==> config.mk <==
export PLATFORM = sky130hd
export DESIGN_NAME = dac_serial_write_port
export DESIGN_NICKNAME = d
export VERILOG_FILES = /design/src/dac_port_pkg.sv /design/src/dac_interp.sv /design/src/dac_serial_write_port.sv
export VERILOG_INCLUDE_DIRS = /design/src
export SDC_FILE = /design/constraint.sdc
export NUM_CORES = 1
export LEC_CHECK = 0
export ABC_AREA = 0
export BUFFER_PORTS_ARGS = -buffer_cell sky130_fd_sc_hd__buf_2
export CAP_MARGIN = 20
export CELL_PAD_IN_SITES_DETAIL_PLACEMENT = 0
export CELL_PAD_IN_SITES_GLOBAL_PLACEMENT = 2
export CORE_AREA = 2 2 103 105
export DETAILED_ROUTE_END_ITERATION = 10
export DIE_AREA = 0 0 105 107
export PLACE_DENSITY_LB_ADDON = 0.1
export SETUP_SLACK_MARGIN = 0.3
export SYNTH_ARGS = -nofsm -noshare
export SYNTH_HDL_FRONTEND = slang
export SYNTH_HIERARCHICAL = 1
export SYNTH_SLANG_ARGS = --single-unit
export TNS_END_PERCENT = 10
==> constraint.sdc <==
create_clock -name mclk -period 1.6 [get_ports mclk]
set_input_delay 0.32 -clock mclk [delete_from_list [all_inputs] [get_ports mclk]]
set_output_delay 0.32 -clock mclk [all_outputs]
set_load 0.005 [all_outputs]
==> src/dac_port_defs.svh <==
`ifndef DAC_PORT_DEFS_SVH
`define DAC_PORT_DEFS_SVH
// Notes on behaviour
// - The frame select is active low and bits are accepted only while it stays low.
// - Data is sampled into the shift register on each falling edge of the shift clock in a frame.
// - The input shift register is 24 bits, so one frame holds exactly 24 bits.
// - After the 24th falling edge the received code is loaded into the DAC register.
// - Frame select rising before the 24th edge aborts the frame and leaves the DAC register alone.
// - The DAC register holds an 18-bit straight binary code, zeros zero scale, ones full scale.
// - Midscale is code 0x20000, one step above 0x1ffff at the major carry.
// - A frame carries four ignored bits, 18 code bits, then two ignored bits.
// - After reset the code is zero or midscale by variant until the first complete frame.
// - The top 16 code bits are the coarse code; below coarse 0xffff the low 2 bits give a 0/25/50/75% duty of coarse+1.

// ==========================================================
// Frame layout
`define FRAME_BITS      24
`define CODE_BITS       18
`define CODE_MSB_POS    19
`define CODE_LSB_POS    2
`define COARSE_BITS     16
`define FINE_BITS       2
// ==========================================================
// Reset values and the full-scale code
`define CODE_ZERO_SCALE 18'h00000
`define CODE_MIDSCALE   18'h20000
`define CODE_FULL_SCALE 18'h3ffff
// ==========================================================
// Timing
`define SCLK_MAX_MHZ    30
`define SYNC_HIGH_NS    33
`define MCLK_MHZ        125
`endif

==> src/dac_port_pkg.sv <==
package dac_port_pkg;
  typedef enum logic {
    VARIANT_ZERO,
    VARIANT_MID
  } variant_e;
  typedef enum logic [1:0] {
    IDLE,
    SHIFT,
    DONE
  } frame_e;
endpackage

==> src/dac_interp.sv <==
`timescale 1ns/1ps
`include "dac_port_defs.svh"
// Turns the 18-bit code into a 16-bit coarse code that, below 0xffff, steps to coarse+1
// for 0, 1, 2 or 3 out of every 4 cycles.
module dac_interp (
  input  wire logic                     mclk,
  input  wire logic                     rst_n,
  input  wire logic [`CODE_BITS-1:0]    code,
  output logic      [`COARSE_BITS-1:0]  coarseOut
);
  logic [`FINE_BITS-1:0]   phase_q;
  logic [`FINE_BITS-1:0]   phase_d;
  logic [`COARSE_BITS-1:0] coarse_q;
  logic [`COARSE_BITS-1:0] coarse_d;
  logic [`COARSE_BITS-1:0] coarse;
  logic [`FINE_BITS-1:0]   fine;

  always_comb begin
    coarse  = code[`CODE_BITS-1:`FINE_BITS];
    fine    = code[`FINE_BITS-1:0];
    phase_d = phase_q + 2'h1;
    // Full-scale coarse stays put: no code above 0xffff exists
    if ((phase_q < fine) && (coarse != 16'hffff)) begin
      coarse_d = coarse + 16'h0001;
    end else begin
      coarse_d = coarse;
    end
  end

  always_ff @(posedge mclk) begin
    if (!rst_n) begin
      phase_q  <= 2'h0;
      coarse_q <= 16'h0000;
    end else begin
      phase_q  <= phase_d;
      coarse_q <= coarse_d;
    end
  end

  assign coarseOut = coarse_q;
endmodule

==> src/dac_serial_write_port.sv <==
`timescale 1ns/1ps
`include "dac_port_defs.svh"
module dac_serial_write_port #(
  parameter dac_port_pkg::variant_e VARIANT = dac_port_pkg::VARIANT_ZERO
) (
  input  wire logic                     mclk,
  input  wire logic                     rst_n,
  input  wire logic                     syncN,
  input  wire logic                     sclk,
  input  wire logic                     din,
  output logic      [`CODE_BITS-1:0]    dacCode,
  output logic      [`COARSE_BITS-1:0]  coarseCode,
  output logic                          loadPulse,
  output logic                          abortPulse
);
  // ==========================================================
  // Pin synchronisers
  // Pins are packed so that one loop builds every three-stage chain
  localparam int PIN_CNT  = 3;
  localparam int PIN_SYNC = 0;
  localparam int PIN_SCLK = 1;
  localparam int PIN_DIN  = 2;

  logic [PIN_CNT-1:0] pinRaw;
  logic [PIN_CNT-1:0] pinSafe;
  logic [PIN_CNT-1:0] pinPrev;
  logic               syncFall;

  // Select resets high, so leaving reset with select high never opens a frame (a select held low opens one);
  // a shift clock held high through reset shows only a harmless rise
  function automatic logic pinIdle(input int idx);
    pinIdle = (idx == PIN_SYNC);
  endfunction

  function automatic logic fellNow(input logic prev, input logic now);
    fellNow = prev & ~now;
  endfunction

  function automatic logic roseNow(input logic prev, input logic now);
    roseNow = ~prev & now;
  endfunction

  assign pinRaw = {din, sclk, syncN};

  for (genvar p = 0; p < PIN_CNT; p++) begin : g_pin
    logic meta_q;
    logic meta_d;
    logic safe_q;
    logic safe_d;
    logic prev_q;
    logic prev_d;

    // The second and third stages are read; the first may be metastable
    always_comb begin
      meta_d = pinRaw[p];
      safe_d = meta_q;
      prev_d = safe_q;
    end

    always_ff @(posedge mclk) begin
      if (!rst_n) begin
        meta_q <= pinIdle(p);
        safe_q <= pinIdle(p);
        prev_q <= pinIdle(p);
      end else begin
        meta_q <= meta_d;
        safe_q <= safe_d;
        prev_q <= prev_d;
      end
    end

    assign pinSafe[p] = safe_q;
    assign pinPrev[p] = prev_q;
  end

  // ==========================================================
  // Frame decode
  // Shift clock is sampled at 125 MHz; a 30 MHz clock gives about two
  // samples per phase, so a faster host would lose edges
  localparam int CNT_W = $clog2(`FRAME_BITS + 1);

  logic                     sclkFall;
  logic                     syncLow;
  logic                     syncRise;
  logic                     bitTaken;
  logic                     frameDone;
  logic                     frameAbort;
  dac_port_pkg::frame_e     state_q;
  dac_port_pkg::frame_e     state_d;
  logic [`FRAME_BITS-1:0]   shift_q;
  logic [`FRAME_BITS-1:0]   shift_d;
  logic [CNT_W-1:0]         count_q;
  logic [CNT_W-1:0]         count_d;
  logic [`CODE_BITS-1:0]    code_q;
  logic [`CODE_BITS-1:0]    code_d;
  logic                     load_q;
  logic                     load_d;
  logic                     abort_q;
  logic                     abort_d;
  logic [`FRAME_BITS-1:0]   shiftIn;

  assign sclkFall   = fellNow(pinPrev[PIN_SCLK], pinSafe[PIN_SCLK]);
  assign syncFall   = fellNow(pinPrev[PIN_SYNC], pinSafe[PIN_SYNC]);
  assign syncLow    = ~pinSafe[PIN_SYNC];
  assign syncRise   = roseNow(pinPrev[PIN_SYNC], pinSafe[PIN_SYNC]);
  assign bitTaken   = (state_q == dac_port_pkg::SHIFT) & syncLow & sclkFall;
  assign frameDone  = bitTaken & (count_q == CNT_W'(`FRAME_BITS - 1));
  assign frameAbort = (state_q == dac_port_pkg::SHIFT) & ~syncLow;

  function automatic logic [`CODE_BITS-1:0] resetCode(input dac_port_pkg::variant_e v);
    resetCode = (v == dac_port_pkg::VARIANT_MID) ? `CODE_MIDSCALE : `CODE_ZERO_SCALE;
  endfunction

  // Leading and trailing filler bits are dropped here
  function automatic logic [`CODE_BITS-1:0] frameCode(input logic [`FRAME_BITS-1:0] f);
    frameCode = f[`CODE_MSB_POS:`CODE_LSB_POS];
  endfunction

  // ==========================================================
  // Frame state
  always_comb begin
    state_d = state_q;
    unique case (state_q)
      dac_port_pkg::IDLE: begin
        // Frame opens only on a falling select, so a select left low after
        // a completed frame cannot start a second one
        if (syncFall) begin
          state_d = dac_port_pkg::SHIFT;
        end
      end
      dac_port_pkg::SHIFT: begin
        if (frameAbort) begin
          state_d = dac_port_pkg::IDLE;
        end else if (frameDone) begin
          state_d = dac_port_pkg::DONE;
        end
      end
      dac_port_pkg::DONE: begin
        // Extra edges are ignored until select returns high
        if (syncRise) begin
          state_d = dac_port_pkg::IDLE;
        end
      end
      default: begin
        state_d = dac_port_pkg::IDLE;
      end
    endcase
  end

  always_ff @(posedge mclk) begin
    if (!rst_n) begin
      state_q <= dac_port_pkg::IDLE;
    end else begin
      state_q <= state_d;
    end
  end

  // ==========================================================
  // Shift register and bit count
  // Clearing on abort keeps stale bits of a cut frame out of the next
  always_comb begin
    shift_d = shift_q;
    count_d = count_q;
    shiftIn = {shift_q[`FRAME_BITS-2:0], pinSafe[PIN_DIN]};
    if (state_q == dac_port_pkg::IDLE) begin
      count_d = '0;
    end
    if (frameAbort) begin
      shift_d = '0;
    end else if (bitTaken) begin
      shift_d = shiftIn;
      count_d = count_q + CNT_W'(1);
    end
  end

  always_ff @(posedge mclk) begin
    if (!rst_n) begin
      shift_q <= '0;
      count_q <= '0;
    end else begin
      shift_q <= shift_d;
      count_q <= count_d;
    end
  end

  // ==========================================================
  // DAC register and pulses
  // Code and load pulse are registered together, so the pulse marks
  // the very cycle in which the new code first stands
  always_comb begin
    code_d  = code_q;
    load_d  = frameDone;
    abort_d = frameAbort;
    if (frameDone) begin
      code_d = frameCode(shiftIn);
    end
  end

  always_ff @(posedge mclk) begin
    if (!rst_n) begin
      code_q  <= resetCode(VARIANT);
      load_q  <= 1'b0;
      abort_q <= 1'b0;
    end else begin
      code_q  <= code_d;
      load_q  <= load_d;
      abort_q <= abort_d;
    end
  end

  // ==========================================================
  // Interpolator
  dac_interp dac_interp_i (
    .mclk      (mclk),
    .rst_n     (rst_n),
    .code      (code_q),
    .coarseOut (coarseCode)
  );

  assign dacCode    = code_q;
  assign loadPulse  = load_q;
  assign abortPulse = abort_q;
endmodule

==> results of run 1 <==
## per-stage QoR
| stage | area [µm²] | hold WS (ps) | power [µW] | TNS, ps | utilization, % |
|---|---|---|---|---|---|
| after global placement | 3890 | 390 | 2000 | -341 | 38.6 |
| final | 4510 | 152 | 3760 | -28.0 | 44.7 |
| after global routing | 4510 | 157 | 3920 | -562 | 44.7 |
| after floorplan | 3140 | 386 | 1930 | 0 | - |
| after detailed placement | 3890 | 395 | 2000 | -386 | 38.6 |
| after CTS | 4370 | 142 | 3820 | -78.0 | 43.3 |
## kinds of logic after synthesis
| logic type | synth area share (%) |
|---|---|
| buffers and inverters | 4.62 |
| AND/OR/NAND/NOR | 25.1 |
| AO/OA/AOI/OAI | 15.0 |
| flip-flops | 46.7 |
| XOR/XNOR | 0.284 |
| multiplexers | 7.13 |
| adder cells (fa/ha/maj) | 1.22 |
## layout by cell type, fill, tap and decap left out, types with 5 or more instances in the layout
cell type | Yosys | layout
sky130_fd_sc_hd__nand3_1 | 25 | 24
sky130_fd_sc_hd__a21oi_1 | 29 | 28
sky130_fd_sc_hd__o21ai_2 | 0 | 9
sky130_fd_sc_hd__clkbuf_8 | 0 | 11
sky130_fd_sc_hd__inv_1 | 9 | 7
sky130_fd_sc_hd__mux2i_1 | 22 | 22
sky130_fd_sc_hd__nor2_1 | 5 | 5
sky130_fd_sc_hd__o31ai_1 | 9 | 9
sky130_fd_sc_hd__or4_1 | 8 | 8
sky130_fd_sc_hd__buf_4 | 3 | 40
sky130_fd_sc_hd__nand2b_1 | 6 | 5
sky130_fd_sc_hd__buf_2 | 3 | 38
sky130_fd_sc_hd__dfxtp_4 | 0 | 9
sky130_fd_sc_hd__dfxtp_1 | 72 | 50
sky130_fd_sc_hd__buf_12 | 0 | 6
sky130_fd_sc_hd__o21ai_1 | 0 | 13
sky130_fd_sc_hd__nand2_1 | 54 | 53
sky130_fd_sc_hd__and2_1 | 6 | 5
sky130_fd_sc_hd__buf_6 | 1 | 18
sky130_fd_sc_hd__nand4_1 | 6 | 6
sky130_fd_sc_hd__dfxtp_2 | 0 | 13
## critical path: stages (launching register included)
cell and delay [ps]:
sky130_fd_sc_hd__dfxtp_4 380, sky130_fd_sc_hd__nand3_4 90, sky130_fd_sc_hd__or4_4 530, sky130_fd_sc_hd__or4_1 400
sky130_fd_sc_hd__a21oi_1 140
## state kept, by name, indices dropped and copies added, names as in the netlist
| name | count |
|---|---|
| count_q | 5 |
| dac_interp_i/coarseOut | 16 |
| abortPulse | 1 |
| g_pin.prev_q | 2 |
| g_pin.prev_d | 3 |
| state_q | 2 |
| g_pin.meta_q | 3 |
| loadPulse | 1 |
| dac_interp_i/phase_q | 2 |
| dacCode | 18 |
| shift_q | 19 |
## path summary, 6_finish.rpt
| kind | start | end | slack, ps | depth (start not counted) |
|---|---|---|---|---|
| hold reg to reg | g_pin[0].meta_q | g_pin[0].prev_d | 410 | 1 |
| setup reg to reg | dacCode[6] | dac_interp_i/coarseOut[13] | -20 | 4 |
| hold / removal | syncN | g_pin[0].meta_q | 150 | 2 |
| setup / recovery | dacCode[6] | dac_interp_i/coarseOut[13] | -20 | 4 |
## what timing repair did
item,4_1_cts,5_1_grt
setup buffers,3,1
gates cloned,1,0
endpoints found under the setup margin,67,68
resized for setup,57,47
pin swaps,24,27
## power groups by stage
stage               clock network [µW]  logic (µW)  registers [µW]
detailed placement                   0         150            1850
global route                      1900         206            1810
CTS                               1830         185            1810
global placement                     0         150            1850
finish                            1760         189            1810
floorplan                            0        78.3            1850
## area by class of cell
class	instances	area, µm²	share of cell area [%]
clock buffers	12	176	3.91
clock inverters	4	72.6	1.61
inverters	9	36.3	0.804
multi-input cells	246	1750	38.8
flip-flops and latches	72	1490	33.0
well taps	136	170	3.77
repair buffers	102	813	18.0
## per-layer routing
metal | up-vias | part of all wire (%) | GRT usage, % | routed length [µm]
li1 | 1443 | - | - | -
met1 | 1294 | 47 | 19.2 | 3920
met2 | 45 | 49 | 25.0 | 4030
met3 | 11 | 2.7 | 2.61 | 227
met4 | 0 | 1.3 | 6.00 | 106
met5 | - | 0 | 0 | 0
==> run summary, run 1 <==
The flow ran to the end, but the final reports show violations. The checks that failed: negative setup slack. The number of antenna violations at the first check in global routing is 0. The die is 107 µm tall. After detailed placement, the design holds a cell count of 560. The clock-pin slew of the registers on the worst-case setup and hold paths is 80 ps.

The fraction of power spent switching nets came out at 21.9%. Of all cell types, the one taking the most synthesized area is sky130_fd_sc_hd__dfxtp_1. Prior to clock tree synthesis, the placed netlist has a worst setup slack of -118 ps. The total routed wirelength came out at 8.28 mm. The final antenna diode count is 0. TritonCTS built the clock tree.

Among all cell types in the netlist, the one instantiated most often is sky130_fd_sc_hd__dfxtp_1. The filler cells instantiated in the layout total 1017. Synthesis produced a netlist whose cell count is 350. The endpoint kind of the worst setup timing path is a flip-flop.

Dividing the detail-routed via count by the number of cells gives 4.81. The worst path required time came out at 1880 ps. The number of enable-type register cells in the synthesized netlist is 0. Across the VDD grid, the largest voltage drop is 304 µV.

The number of global-route vias before repair is 2559. The reported net switching power came out at 822 µW. Data on the critical path arrives at its endpoint at 1900 ps. The proportion of synthesized chip area in sequential cells came out at 46.7%.

The class of the most critical setup path is flip-flop to flip-flop. The insertion delay to the later sink of the worst-skew pair came out at 350 ps. The max-capacitance violation count came out at 0. Global routing used 15.0% of the available tracks across all layers.

The leakage component of the power is 0.00164 µW. The initial core utilization came out at 30.6%. The count of nets left with antenna violations once routing finished came out at 0.

The commonest cells after synthesis are 72 x sky130_fd_sc_hd__dfxtp_1, 54 x sky130_fd_sc_hd__nand2_1, 29 x sky130_fd_sc_hd__a21oi_1, 25 x sky130_fd_sc_hd__nand3_1, 24 x sky130_fd_sc_hd__o21ai_0. The congestion estimate from routability-driven global placement came to 0.735. Clock tree synthesis selected as its root buffer the cell sky130_fd_sc_hd__clkbuf_8.

Cells with a size suffix above 1 make up 42.2% of the layout. The count of hold buffers inserted by post-cts repair is 0. The total number of vias came out at 2793. The total CTS buffers came out at 9. The worst slew margin relative to its limit came out at 71.2%. The pre-antenna-repair detailed-routing pass consisted of 4 iterations. The setup slack of the critical path after layout came out at -19.9 ps.

The quantity of I/O buffers inserted on ports is 40. The buffer levels on the longest clock path is 2. Summed over all layers, the global routing overflow is 0.

Clock skew on the completed layout was measured at 9.71 ps. The routed wire length per instance is 14.3 µm. The number of design rule violations left after detail routing came out at 0. Once detailed placement completed, the half-perimeter wirelength came to 5.60 mm. The area share of the leading cell type in the synthesized netlist came out at 46.7%. STA classifies the critical path startpoint as a flip-flop.

The floorplan has 37 rows. After synthesis, the cell types taking the most area are sky130_fd_sc_hd__dfxtp_1 47%, sky130_fd_sc_hd__mux2i_1 7.1%, sky130_fd_sc_hd__nand2_1 6.6%. In this run the worst path has a maximum fanout of 4. The type of the worst min-delay path is primary input to flip-flop. The worst-margin pin slew is 431 ps. The number of distinct library cell variants in the gate-level netlist after synthesis is 47. The summed instance area of the synthesized netlist came out at 3090 µm².

The period utilization is 101%. The first global-routing pass estimated 13.5 mm of wire. The total area inside the core boundary comes to 10100 µm². The time the final worst path needs with I/O delays and setup is 1620 ps.

The starting DRC count in detailed routing is 59. The clock group share of total power came out at 47.0%. The mean instance size in the synthesized netlist is 8.82 µm². The number of H-tree branching levels is 3. The final count of hold timing violations is 0.

The synthesized design contains 72 register bits. The synthesized net count came out at 358. The count of synthesis-stage warnings from yosys is 6. Setup violations remaining at the end of the flow were counted as 3. The sequential fraction of design power is 48.0%. For this run, the leading register cell type out of synthesis is sky130_fd_sc_hd__dfxtp_1. The max-slew violation count came out at 0.

The post-layout net count came out at 448. The width of the chip came out at 105 µm. The count of boundary I/O pins came out at 41. In the synthesized netlist the async set-or-reset flop fraction comes to 0%. The sink count of the clock tree is 72. Cell internal power was estimated by the tool at 2940 µW. Setup repair after global routing could not meet its margin everywhere. The count of cells in the finished layout, fillers not included, comes to 581. The area growth from synthesis to layout is 46.2%. For this run, the top clock speed supported by timing is 617 MHz. The full die area is 11200 µm². The maximum number of pins on one net before global-route repair came out at 24. In this run the power density over the cells is 833 nW/µm². Per report_power, the combinational group accounts for 5.0% of the total.
(Power assumes the default switching activity.)
==> run 2: changes to the inputs <==
--- a/config.mk
+++ b/config.mk
@@ -20,4 +20,4 @@
 export SYNTH_HDL_FRONTEND = slang
 export SYNTH_HIERARCHICAL = 1
 export SYNTH_SLANG_ARGS = --single-unit
-export TNS_END_PERCENT = 10
+export TNS_END_PERCENT = 20
==> run summary, run 2 (synthesis results as in run 1) <==
The arrival time at the worst endpoint is 1930 ps. The final reports fail on negative setup slack. The worst slew margin relative to its limit came out at 71.1%. The floorplan has 37 rows. The reported net switching power is 830 µW. The routed wire length per instance is 14.1 µm. The final instance area is 4550 µm². The placeable core area is 10100 µm². The finished layout holds 589 standard cells, fillers aside. The die span in y is 107 µm. The quantity of I/O buffers inserted on ports came out at 40. The vias per cell is 4.83. The starting DRC count in detailed routing came out at 58.

The maximum VDD drop came out at 430 µV. The final antenna-violating net count came out at 0. The placement-stage cell area is 3880 µm². The total routing usage reported by global routing is 15.6%. Across the run, the number of max-cap violations was 0. The number of flip-flops in the largest register is 19. The worst register-to-register path has a setup slack of -60 ps. The worst path required time is 1870 ps. The final antenna diode count came out at 0. The fraction of power spent switching nets is 22.7%.

The number of clock buffers added by TritonCTS is 9. In this run the worst hold path is classified as primary input to flip-flop. The number of H-tree branching levels came out at 3.

The final cell utilization of the core is 45.1%. The largest register by flop count is shift_q. The sequential fraction of design power came out at 49.2%. The cell count after placement came out at 561. The count of boundary I/O pins is 41.

The power density over cell area came out at 806 nW/µm². TritonCTS built the clock tree. In this run the worst path has a maximum fanout of 4.

At the end of routability-driven placement, the weighted congestion stood at 0.781. The global-route congestion overflow total came out at 0. Setup repair after global routing could not meet its margin everywhere. The worst-case clock skew is 13.5 ps. STA classifies the critical path endpoint as a flip-flop.

The root buffer cell chosen for the clock tree is sky130_fd_sc_hd__clkbuf_8. The number of global-route vias before repair is 2781. The power share of the combinational group is 5.6%.

The worst-margin pin slew came out at 433 ps. The wire length of the first global-routing pass is 14.1 mm. The library cells used most frequently in the layout, excluding fill and tap cells, are 53 x sky130_fd_sc_hd__nand2_1, 52 x sky130_fd_sc_hd__dfxtp_1, 47 x sky130_fd_sc_hd__buf_4. Entering global routing, the biggest net connects 21 pins. Compared with the post-synthesis result, the final layout area differs by 47.2%. The insertion delay to the later sink of the worst-skew pair came out at 340 ps. The highest achievable clock rate is 602 MHz. Once the floorplan was initialized, standard cells occupied 30.6% of the core. In the final layout, the share of cells above drive strength 1 is 43.0%. The final count of hold timing violations is 0. The die covers 11200 µm². For this run, design rule violations remaining after detail routing come to 0. The clock network accounts for 45.2% of the total power. The width of the chip came out at 105 µm. After the last flow step, the layout net total stands at 456.

The number of antenna violations at the first check in global routing came out at 0. The cell internal power dissipation came out at 2830 µW. The final-report setup violation count came out at 4. Leaving out fill and tap cells, the most frequent cell in the layout is sky130_fd_sc_hd__nand2_1. After filler insertion, the fill cell instance count of the layout stands at 1054. The time the final worst path needs with I/O delays and setup is 1660 ps. The half-perimeter wire length of the detailed placement result came out at 5.78 mm. Once routing completed, OpenROAD measured the worst setup slack at -60.3 ps. The run finished, with violations left. The buffer levels on the longest clock path is 2. The sink count of the clock tree is 72.

The class of the most critical setup path is flip-flop to flip-flop. The max-slew violation count is 0. The total routed wirelength came out at 8.32 mm. Before antenna repair, the detailed router went through 4 iterations. The total number of vias is 2843.

The clock-pin slew of the registers on the worst-case setup and hold paths came out at 90 ps. The worst setup path is launched from a flip-flop. For this design the static power due to leakage is 0.00167 µW.

The period utilization came out at 104%.
-- run 2: cell types whose count changed in the layout (fill, tap and decap cells not counted), moves of 3 or more --
cell	delta
sky130_fd_sc_hd__o31ai_2	+4
sky130_fd_sc_hd__o21ai_0	+18
sky130_fd_sc_hd__o21ai_2	-7
sky130_fd_sc_hd__buf_12	-3
sky130_fd_sc_hd__o21ai_1	-11
sky130_fd_sc_hd__dfxtp_2	-3
sky130_fd_sc_hd__buf_4	+7
sky130_fd_sc_hd__o31ai_1	-5
sky130_fd_sc_hd__or4_1	-4
sky130_fd_sc_hd__or4_4	+4
-- run 2: routing by layer --
metal,wire length [µm],GRT usage (%),vias up,share of wire [%]
met5,0,0,-,0
met4,138,7.24,0,1.7
met3,248,3.04,11,3.0
met2,4060,26.7,40,49
met1,3870,19.1,1338,47
li1,-,-,1454,-
-- run 2: what timing repair did --
| action | CTS | global route |
|---|---|---|
| gates cloned | 2 | 0 |
| pin swaps | 33 | 22 |
| hold buffers | 0 | 0 |
| buffers inserted | 8 | 2 |
| resized for setup | 57 | 24 |
| setup endpoints to repair | 65 | 71 |
-- run 2: cell type report --
| type | instances | area (µm²) | share of cell area (%) |
|---|---|---|---|
| clock inverter | 3 | 45.0 | 0.991 |
| tap | 136 | 170 | 3.74 |
| sequential | 72 | 1490 | 32.8 |
| clock buffer | 13 | 190 | 4.18 |
| timing repair buffer | 110 | 861 | 18.9 |
| inverter | 9 | 36.3 | 0.798 |
| multi-input combinational | 246 | 1750 | 38.6 |
-- run 2: per-stage QoR --
stage	hold WS (ps)	TNS (ps)	power, µW	setup slack [ps]
final	156	-73.6	3660	-60.3
after global routing	150	-982	3830	-104
after CTS	139	-216	3720	-51.8
after detailed placement	398	-524	2000	-117
after global placement	391	-489	1990	-105
after floorplan	386	0	1930	15.1
-- run 2: worst paths after layout --
kind,start,end,cells after the start
setup reg to reg,dacCode[5],dac_interp_i/coarseOut[13],4
hold reg to reg,g_pin[0].meta_q,g_pin[0].prev_d,1
setup / recovery,dacCode[5],dac_interp_i/coarseOut[13],4
hold / removal,syncN,g_pin[0].meta_q,2
-- run 2: power by group through the flow --
stage	logic [µW]	registers (µW)	clock network (µW)
global route	224	1810	1800
global placement	147	1850	0
CTS	199	1810	1720
detailed placement	148	1850	0
floorplan	78.5	1850	0
finish	205	1800	1660
-- run 2: critical path, stage by stage, from the launching register on --
cell and delay, ps:
sky130_fd_sc_hd__dfxtp_4 380, sky130_fd_sc_hd__nand3_4 80, sky130_fd_sc_hd__or4_4 520, sky130_fd_sc_hd__or4_4 490
sky130_fd_sc_hd__a21oi_2 120
==> run 3: changes to the inputs <==
--- a/config.mk
+++ b/config.mk
@@ -11,10 +11,11 @@
 export CAP_MARGIN = 20
 export CELL_PAD_IN_SITES_DETAIL_PLACEMENT = 0
 export CELL_PAD_IN_SITES_GLOBAL_PLACEMENT = 2
-export CORE_AREA = 2 2 103 105
+export CORE_AREA = 2 2 119 121
 export DETAILED_ROUTE_END_ITERATION = 10
-export DIE_AREA = 0 0 105 107
+export DIE_AREA = 0 0 121 123
 export PLACE_DENSITY_LB_ADDON = 0.1
+export REMOVE_ABC_BUFFERS = 1
 export SETUP_SLACK_MARGIN = 0.3
 export SYNTH_ARGS = -nofsm -noshare
 export SYNTH_HDL_FRONTEND = slang
==> run summary, run 3 (synthesis results as in run 1) <==
The flow ran to the end, but the final reports show violations. The final reports fail on negative setup slack. The largest driver fanout on the critical path came out at 4. The worst slew margin relative to its limit came out at 67.0%. The initial core utilization came out at 22.7%. The half-perimeter wire length of the detailed placement result is 6.26 mm.

For this block, the initial DRC count from the detailed router was 126. The placeable core area came out at 13600 µm². The length of routed met3 wiring came out at 393 µm.

In the layout the commonest cells are 54 x sky130_fd_sc_hd__buf_4, 53 x sky130_fd_sc_hd__nand2_1, 52 x sky130_fd_sc_hd__dfxtp_1. The setup slack of the critical path after layout came out at -43.3 ps. The register with the most flip-flops in the layout has 19 of them. The max-slew violation count came out at 0.

TritonCTS built the clock tree. The global-route congestion overflow total is 0. The number of design rule violations left after detail routing came out at 0.

The clock-pin slew of the registers on the worst-case setup and hold paths came out at 50 ps. The number of antenna violations at the first check in global routing came out at 0. The power density over cell area came out at 859 nW/µm². Data arrives at the worst endpoint at 1910 ps. TritonCTS created 9 clock buffers. Detailed routing placed a total of 4.30 mm of wire on met2.

The sum of routed wire segments on met1 is 4.20 mm. The quantity of I/O buffers inserted on ports came out at 40. The total number of vias came out at 2897. The buffer levels on the longest clock path is 2. The number of optimization iterations in the first detailed-route pass came out at 4.

The repair_antennas step left the layout with diodes totalling 0. The routed wire length per instance is 14.3 µm. The number of placement rows came out at 43. The endpoint kind of the worst setup timing path is a flip-flop.

The startpoint kind of the worst setup timing path is a flip-flop. Of the available clock period, the critical path in the final layout requires 103%. VDD sags by at most 447 µV. The tightest hold margin came out at 163 ps.

In this run the worst hold path is classified as primary input to flip-flop. The count of boundary I/O pins is 41. The die span in y came out at 123 µm. The wire length of the first global-routing pass came out at 14.6 mm. The final instance area came out at 4620 µm². The final-report setup violation count came out at 2. The worst-margin pin slew came out at 494 ps. More flip-flops sit in one register than any other, and that register is shift_q. The time the final worst path needs with I/O delays and setup is 1640 ps.

The final antenna-violating net count is 0. The total routing usage reported by global routing is 12.9%. The insertion delay to the later sink of the worst-skew pair is 340 ps. For this run, the post-layout net count is 458. The die covers 14900 µm². The worst-case clock skew came out at 5.86 ps. The global placement routability congestion is 0.733. The tree is rooted in a sky130_fd_sc_hd__clkbuf_16.

Derived from the worst setup path, the maximum achievable clock frequency is 609 MHz. The highest metal layer with signal wires is met4. The maximum number of pins on one net before global-route repair is 32. The sink count of the clock tree came out at 72. The fraction of layout instances using a drive strength above 1 is 42.5%.

The worst setup slack after placement is -167 ps. The setup path with the least slack is of type flip-flop to flip-flop. The area growth from synthesis to layout is 49.6%. The design draws 3970 µW. The number of global-route vias before repair came out at 2805. The max-capacitance violation count came out at 0. The width of the chip came out at 121 µm.

The total routed wirelength came out at 9.07 mm. The analysis attributes to cell leakage a power of 0.00171 µW. The leading cell type in the layout, fill and taps excluded is sky130_fd_sc_hd__buf_4. The placement-stage cell area came out at 3920 µm².

The number of H-tree branching levels is 3. Dividing the detail-routed via count by the number of cells gives 4.57. Setup repair after global routing could not meet its margin everywhere. Adding up every negative setup slack in the final design gives -52.4 ps.

The final count of hold timing violations came out at 0. The worst path required time is 1870 ps.
==> run 3: cell type report <==
class                           instances  area [µm²]
Timing Repair Buffer                  112         832
Clock inverter                          3        42.5
Tap cell                              180         225
Multi-Input combinational cell        246        1760
Inverter                                9        36.3
Fill cell                            1455        8990
Clock buffer                           12         246
Sequential cell                        72        1480
==> run 3: final timing paths <==
check,startpoint,end,slack [ps],cells past startpoint
max,dacCode[14],dac_interp_i/coarseOut[13],-40,4
min,syncN,g_pin[0].meta_q,160,2
max reg2reg,dacCode[14],dac_interp_i/coarseOut[13],-40,4
min reg2reg,g_pin[0].meta_q,g_pin[0].prev_d,410,1
==> run 3: what timing repair did <==
item / CTS / global route
hold buffers: 0 / 0
setup buffers: 7 / 0
setup endpoints to repair: 67 / 67
gates cloned: 1 / 0
pin swaps: 32 / 14
gates resized for setup: 73 / 24
==> run 3: worst max-delay path: stages, from the launching register on <==
cell and delay, ps:
sky130_fd_sc_hd__dfxtp_4 360, sky130_fd_sc_hd__inv_1 70, sky130_fd_sc_hd__or4_4 540, sky130_fd_sc_hd__or4_4 490, sky130_fd_sc_hd__a21oi_2 110
==> run 3: power breakdown <==
group | internal, µW | switching, µW
clock network | 1240 | 742
registers | 1800 | 10.3
logic | 71.9 | 104
==> run 3: stage by stage <==
step	instances	util (%)
6_report	634	33.9
2_1_floorplan	327	-
4_1_cts	634	33.2
3_3_place_gp	611	28.8
3_5_place_dp	611	28.8
5_1_grt	634	33.9
==> run 3: metal layers <==
layer  track usage, %  up-vias
li1                 -     1459
met1             15.8     1373
met2             20.8       52
met3             3.83       13
met4             5.67        0
met5                0        -
